$ cat src/design/gds_pkg.sv
// gds_pkg: register references, field positions and timing constants of the status map
package gds_pkg;
    // register references, 16-bit reference offsets as carried on the read port
    localparam logic [15:0] ADDR_ALARM_ONE   = 16'h2711; // discrete input 10001
    localparam logic [15:0] ADDR_ALARM_TWO   = 16'h2712; // discrete input 10002
    localparam logic [15:0] ADDR_FAULT       = 16'h2713; // discrete input 10003
    localparam logic [15:0] ADDR_MENU        = 16'h2714; // discrete input 10004
    localparam logic [15:0] ADDR_TEST        = 16'h2715; // discrete input 10005
    localparam logic [15:0] ADDR_CAL         = 16'h2716; // discrete input 10006
    localparam logic [15:0] ADDR_RSVD_INPUT  = 16'h2717; // discrete input 10007
    localparam logic [15:0] ADDR_TOGGLE      = 16'h2718; // discrete input 10008
    localparam logic [15:0] ADDR_STATE_TWO   = 16'h9c53; // holding register 40019
    localparam logic [15:0] ADDR_SCALE_ONE   = 16'h9c54; // holding register 40020
    localparam logic [15:0] ADDR_SCALE_TWO   = 16'h9c55; // holding register 40021

    // field positions inside the second state register
    localparam int BIT_ALARM_ONE  = 0;
    localparam int BIT_ALARM_TWO  = 1;
    localparam int BIT_FAULT      = 2;
    localparam int BIT_MAINT      = 3;
    localparam int BIT_TEST       = 4;
    localparam int BIT_CAL        = 5;
    localparam int BIT_CARTRIDGE  = 7;
    localparam int BIT_FLOW_ERR   = 8;
    localparam int BIT_COMM_ERR   = 9;
    localparam int BIT_PYRO_ERR   = 10;

    // reset values
    localparam logic [15:0] RST_READ_DATA = 16'h0000;
    localparam logic        RST_TOGGLE    = 1'b0;

    // timing: toggle half period and clock rate
    localparam int TOGGLE_TIME_S   = 2;
    localparam int CLK_HZ          = 250_000_000;
    localparam int TOGGLE_CYCLES   = TOGGLE_TIME_S * CLK_HZ;
endpackage : gds_pkg

$ cat src/design/gds_tick_div.sv
// gds_tick_div: divider that pulses one cycle every PERIOD clock cycles
`timescale 1ns/1ps
module gds_tick_div #(
    parameter int PERIOD = 4
) (
    // clock and reset
    input  wire logic ref_clk,
    input  wire logic nrst,
    // one-cycle enable pulse
    output logic      tick
);
    logic [31:0] count;       // cycles since last pulse
    logic [31:0] next_count;  // next count value
    logic        next_tick;   // next pulse value

    // count up and wrap, pulsing on the wrap
    always_comb begin
        if (count == 32'(PERIOD - 1)) begin
            next_count = 32'h0000_0000;
            next_tick  = 1'b1;
        end else begin
            next_count = count + 32'h0000_0001;
            next_tick  = 1'b0;
        end
    end

    // register counter and pulse
    always_ff @(posedge ref_clk) begin
        if (!nrst) begin
            count <= 32'h0000_0000;
            tick  <= 1'b0;
        end else begin
            count <= next_count;
            tick  <= next_tick;
        end
    end
endmodule : gds_tick_div

$ cat src/design/gds_status_map.sv
// gds_status_map: status, discrete input and full-scale register map of the detector
`timescale 1ns/1ps
module gds_status_map #(
    parameter int TOGGLE_PERIOD = gds_pkg::TOGGLE_CYCLES  // cycles between toggles
) (
    // clock and reset
    input  wire logic        ref_clk,
    input  wire logic        nrst,
    // detector conditions
    input  wire logic        alarmOne,
    input  wire logic        alarmTwo,
    input  wire logic        faultActive,
    input  wire logic        maintActive,
    input  wire logic        menuEntered,
    input  wire logic        testActive,
    input  wire logic        calActive,
    input  wire logic        cartridgeErr,
    input  wire logic        flowErr,
    input  wire logic        commErr,
    input  wire logic        pyroErr,
    // full-scale setting, floating-point
    input  wire logic [31:0] fullScale,
    // register read port
    input  wire logic        rdEn,
    input  wire logic [15:0] rdAddr,
    output logic      [15:0] rdData,
    output logic             rdValid,
    output logic             rdError,
    // liveness bit as seen at 10008
    output logic             liveToggle
);
    logic        tick2s;        // pulse once per toggle period
    logic        next_toggle;   // next liveness value
    logic [15:0] stateTwo;      // assembled second state register
    logic [15:0] next_rdData;   // next read data
    logic        next_rdValid;  // next read valid
    logic        next_rdError;  // next unmapped flag

    // widen a single bit into a register word
    function automatic logic [15:0] bitWord(input logic b);
        bitWord = {15'h0000, b};
    endfunction : bitWord

    // two-second enable pulse
    gds_tick_div #(
        .PERIOD (TOGGLE_PERIOD)
    ) u_tick (
        .ref_clk (ref_clk),
        .nrst    (nrst),
        .tick    (tick2s)
    );

    // liveness bit inverts on each pulse
    always_comb begin
        next_toggle = liveToggle;
        if (tick2s) begin
            next_toggle = ~liveToggle;
        end
    end

    // register the liveness bit
    always_ff @(posedge ref_clk) begin
        if (!nrst) begin
            liveToggle <= gds_pkg::RST_TOGGLE;
        end else begin
            liveToggle <= next_toggle;
        end
    end

    // build the second state register, reserved bits read zero
    always_comb begin
        stateTwo = 16'h0000;
        stateTwo[gds_pkg::BIT_ALARM_ONE] = alarmOne;
        stateTwo[gds_pkg::BIT_ALARM_TWO] = alarmTwo;
        stateTwo[gds_pkg::BIT_FAULT]     = faultActive;
        stateTwo[gds_pkg::BIT_MAINT]     = maintActive;
        stateTwo[gds_pkg::BIT_TEST]      = testActive;
        stateTwo[gds_pkg::BIT_CAL]       = calActive;
        stateTwo[gds_pkg::BIT_CARTRIDGE] = cartridgeErr;
        stateTwo[gds_pkg::BIT_FLOW_ERR]  = flowErr;
        stateTwo[gds_pkg::BIT_COMM_ERR]  = commErr;
        stateTwo[gds_pkg::BIT_PYRO_ERR]  = pyroErr;
    end

    // read decode, answered one cycle after the request
    always_comb begin
        next_rdData  = gds_pkg::RST_READ_DATA;
        next_rdValid = rdEn;
        next_rdError = 1'b0;
        if (rdEn) begin
            unique case (rdAddr)
                gds_pkg::ADDR_ALARM_ONE:  next_rdData = bitWord(alarmOne);
                gds_pkg::ADDR_ALARM_TWO:  next_rdData = bitWord(alarmTwo);
                gds_pkg::ADDR_FAULT:      next_rdData = bitWord(faultActive);
                gds_pkg::ADDR_MENU:       next_rdData = bitWord(menuEntered);
                gds_pkg::ADDR_TEST:       next_rdData = bitWord(testActive);
                gds_pkg::ADDR_CAL:        next_rdData = bitWord(calActive);
                gds_pkg::ADDR_RSVD_INPUT: next_rdData = 16'h0000;
                gds_pkg::ADDR_TOGGLE:     next_rdData = bitWord(liveToggle);
                gds_pkg::ADDR_STATE_TWO:  next_rdData = stateTwo;
                gds_pkg::ADDR_SCALE_ONE:  next_rdData = fullScale[31:16];
                gds_pkg::ADDR_SCALE_TWO:  next_rdData = fullScale[15:0];
                // unmapped reference: zero data, error flagged
                default:                  next_rdError = 1'b1;
            endcase
        end
    end

    // register the read answer
    always_ff @(posedge ref_clk) begin
        if (!nrst) begin
            rdData  <= gds_pkg::RST_READ_DATA;
            rdValid <= 1'b0;
            rdError <= 1'b0;
        end else begin
            rdData  <= next_rdData;
            rdValid <= next_rdValid;
            rdError <= next_rdError;
        end
    end

    // true for every reference that the map answers; anything else is flagged
    function automatic logic isMapped(input logic [15:0] addr);
        isMapped = addr inside {gds_pkg::ADDR_ALARM_ONE, gds_pkg::ADDR_ALARM_TWO,
                                gds_pkg::ADDR_FAULT, gds_pkg::ADDR_MENU,
                                gds_pkg::ADDR_TEST, gds_pkg::ADDR_CAL,
                                gds_pkg::ADDR_RSVD_INPUT, gds_pkg::ADDR_TOGGLE,
                                gds_pkg::ADDR_STATE_TWO, gds_pkg::ADDR_SCALE_ONE,
                                gds_pkg::ADDR_SCALE_TWO};
    endfunction : isMapped
endmodule : gds_status_map

$ cat config.mk
export PLATFORM = sky130hd
export DESIGN_NAME = gds_status_map
export DESIGN_NICKNAME = d
export VERILOG_FILES = /design/src/design/gds_pkg.sv /design/src/design/gds_tick_div.sv /design/src/design/gds_status_map.sv
export SDC_FILE = /design/constraint.sdc
export NUM_CORES = 1
export LEC_CHECK = 0
export ABC_AREA = 1
export BUFFER_PORTS_ARGS = -buffer_cell sky130_fd_sc_hd__buf_4
export CAP_MARGIN = 0
export CORE_ASPECT_RATIO = 1.2
export CORE_MARGIN = 10
export CORE_UTILIZATION = 50
export DETAILED_ROUTE_END_ITERATION = 8
export PLACE_DENSITY_LB_ADDON = 0.12
export SETUP_SLACK_MARGIN = 0.2
export SYNTH_ARGS = -nofsm -noshare
export SYNTH_HDL_FRONTEND = slang
export SYNTH_SLANG_ARGS = --single-unit
$ cat constraint.sdc
create_clock -name ref_clk -period 3.9 [get_ports ref_clk]
set_input_delay 0.78 -clock ref_clk [delete_from_list [all_inputs] [get_ports ref_clk]]
set_output_delay 0.78 -clock ref_clk [all_outputs]
set_load 0.1 [all_outputs]
==> impl_metrics.ini <==
[synthesis]
syn_area_per_cell_sq_um = 6.58
syn-num-nets = 529
synth_area_sq_um = 3070
async_flop_share_pct = 0
synth_seq_area_share_pct = 33.9
synthFlopType = dfxtp_1
ys_types = 30
synth_edf_count = 0
ys_ff_latch = 52
netlist_instances = 466
yosys_warnings = 0

[detailed_routing]
met1Wirelength_microns = 3730
route.met2.wl_microns = 4250
drc_errors = 0
routed_wl_microns = 8650
top_layer = met4
drtIter0Drc = 99
wl_per_cell_microns = 13.8
num_vias = 3171
drt_pass1_iterations = 4
met3_length_microns = 444
ant_nets = 0
viasPerCell = 5.07

[worst_setup_path]
crit_fanout = 14
cp-end-kind = register
crit_path_start = rdAddr[3]
cp.arrival_ns = 2.46
reg2reg_from = u_tick.count[0]$_SDFF_PP0_
worstSetupPathType = in -> reg
critPathRequiredTime_ns = 4.15
startpoint_type = primary input

[run_status]
status = finished clean

[sta]
worst_slew_pin_slew_ns = 0.692
relSlewSlack_pct = 53.7
hold_ws_ns = 0.473
rsz0062_at_grt = no
setup_viol = 0
fmax_mhz = 451
period_needed_ns = 2.22
skew_ns = 0.00708
tns_ns = 0
hold_violations = 0
finalCritPeriodShare_pct = 56.9
finalMaxSlewViolations = 0

[global_routing]
antenna_found_initial = 0
grt_max_degree = 34
grt_pass1_vias = 3035
grt_pass1_wl_microns = 14300
grt.total_usage_pct = 17.6
globalRouteOverflowTotal = 0

[final_layout]
mostFrequentLayoutCells = nand2_1, buf_4, nor2_1
finalNonFillerCells = 626
regArea_sq_um = 1040
area_growth_pct = 24.4
final_core_util_pct = 63.4
layout_commonest_cell = nand2_1
n_fill_cell = 593
multi_input_area_sq_um = 1740
diodes = 0
nets = 606
postLayoutCellArea_sq_um = 3810
layout-drive-gt1-share_pct = 21.9

[clock_network]
cts_max_level = 2
clock_latency_ns = 0.30
clockBufferDepth = 2
path_clk_slew_ns = 0.10
cts.repair.resized = 0
cts_tree = done
cts_root_buf = clkbuf_8
cts_setup_buffers = 0
hold_buffers = 0
clock_sink_count = 52
numCtsBuffers = 5

[placement]
placed_cell_area_sq_um = 3700
place_hpwl_microns = 6910
port_buffers = 80
dp.cells = 618
gp_congestion = 0.933

[die]
placementRows = 31
dieArea_sq_um = 9680
core_sq_um = 6010
dieHeight_microns = 106
start_util_pct = 51.0
num_io_pins = 81
chipWidth_microns = 91.5

[run]
maxCapViolCount = 0

[pwr]
power_density_nw_per_um2 = 263
peakVddDrop_v = 0.000232
leakage_nw = 1.59

[worst_hold_path]
hold_start = u_tick.count[31]$_SDFF_PP0_
hold_class = reg -> reg
[where the power goes]
part | internal (mW) | switching, mW
logic | 0.0482 | 0.0426
clock network | 0.195 | 0.180
registers | 0.534 | 0.00261
[synth_stat cells, types with 3 or more instances]
library cell,number,area (sq um)
nand4_1,6,37.5
nor2_2,5,31.3
nor3_1,17,85.1
buf_4,5,37.5
inv_1,51,191
nor2_4,14,158
a31oi_1,9,56.3
dfxtp_1,52,1040
buf_2,5,25.0
nand2_1,103,387
nor2_1,78,293
o21ai_0,3,15.0
a21oi_1,15,75.1
xor2_1,10,87.6
xnor2_1,7,61.3
nand3_1,63,315
nand2_2,4,25.0
[critical path, cell delays in order]
cell	delay, ns
buf_4	0.13
nor2_1	0.18
nand2_1	0.13
nor2_1	0.56
nand2_1	0.10
nand2_1	0.10
nor2_1	0.06
nand3_2	0.09
nand2_4	0.19
nor2_1	0.15
[cell families (layout without fill, tap and decap cells)]
group | count (synthesis) | count (layout) | synth area share [%]
fa+ha+maj | 1 | 1 | 0.408
simple gates | 303 | 303 | 46.4
buf+inv | 65 | 143 | 9.30
xor+xnor | 17 | 17 | 4.86
flops | 52 | 52 | 33.9
compound gates | 28 | 28 | 5.06
[stage by stage]
| stage | setup slack (ns) | power (mW) |
|---|---|---|
| after global placement | 1.41 | 0.638 |
| after floorplan | 2.04 | 0.582 |
| after global routing | 1.51 | 1.04 |
| after detailed placement | 1.33 | 0.640 |
| final | 1.68 | 1.00 |
| after CTS | 1.66 | 1.02 |
[worst paths after layout]
check                                 to  slack, ns  cells past startpoint
min          u_tick.count[31]$_SDFF_PP0_       0.47                      2
min reg2reg  u_tick.count[31]$_SDFF_PP0_       0.47                      2
max reg2reg  u_tick.count[28]$_SDFF_PP0_       1.73                      9
max                 rdData[2]$_SDFF_PN0_       1.68                     10
[routing by layer]
| metal | track usage [%] | vias to the layer above |
|---|---|---|
| met2 | 31.2 | 94 |
| met5 | 0 | - |
| li1 | - | 1643 |
| met4 | 6.39 | 0 |
| met3 | 3.62 | 16 |
| met1 | 20.1 | 1418 |
[layout make-up]
type                    count  area share, %
flip-flops and latches     52           27.3
clock inverters             3           1.21
multi-input cells         349           45.6
inverters                  53           5.22
repair buffers             82           16.1
clock buffers               5           1.80
well taps                  82           2.69
[sequential cells by signal (all words and copies together) (netlist names)]
signal / count
u_tick.count: 32
rdError: 1
liveToggle: 1
rdData: 16
rdValid: 1
u_tick.tick: 1
Power figures use the tool's default switching activity.
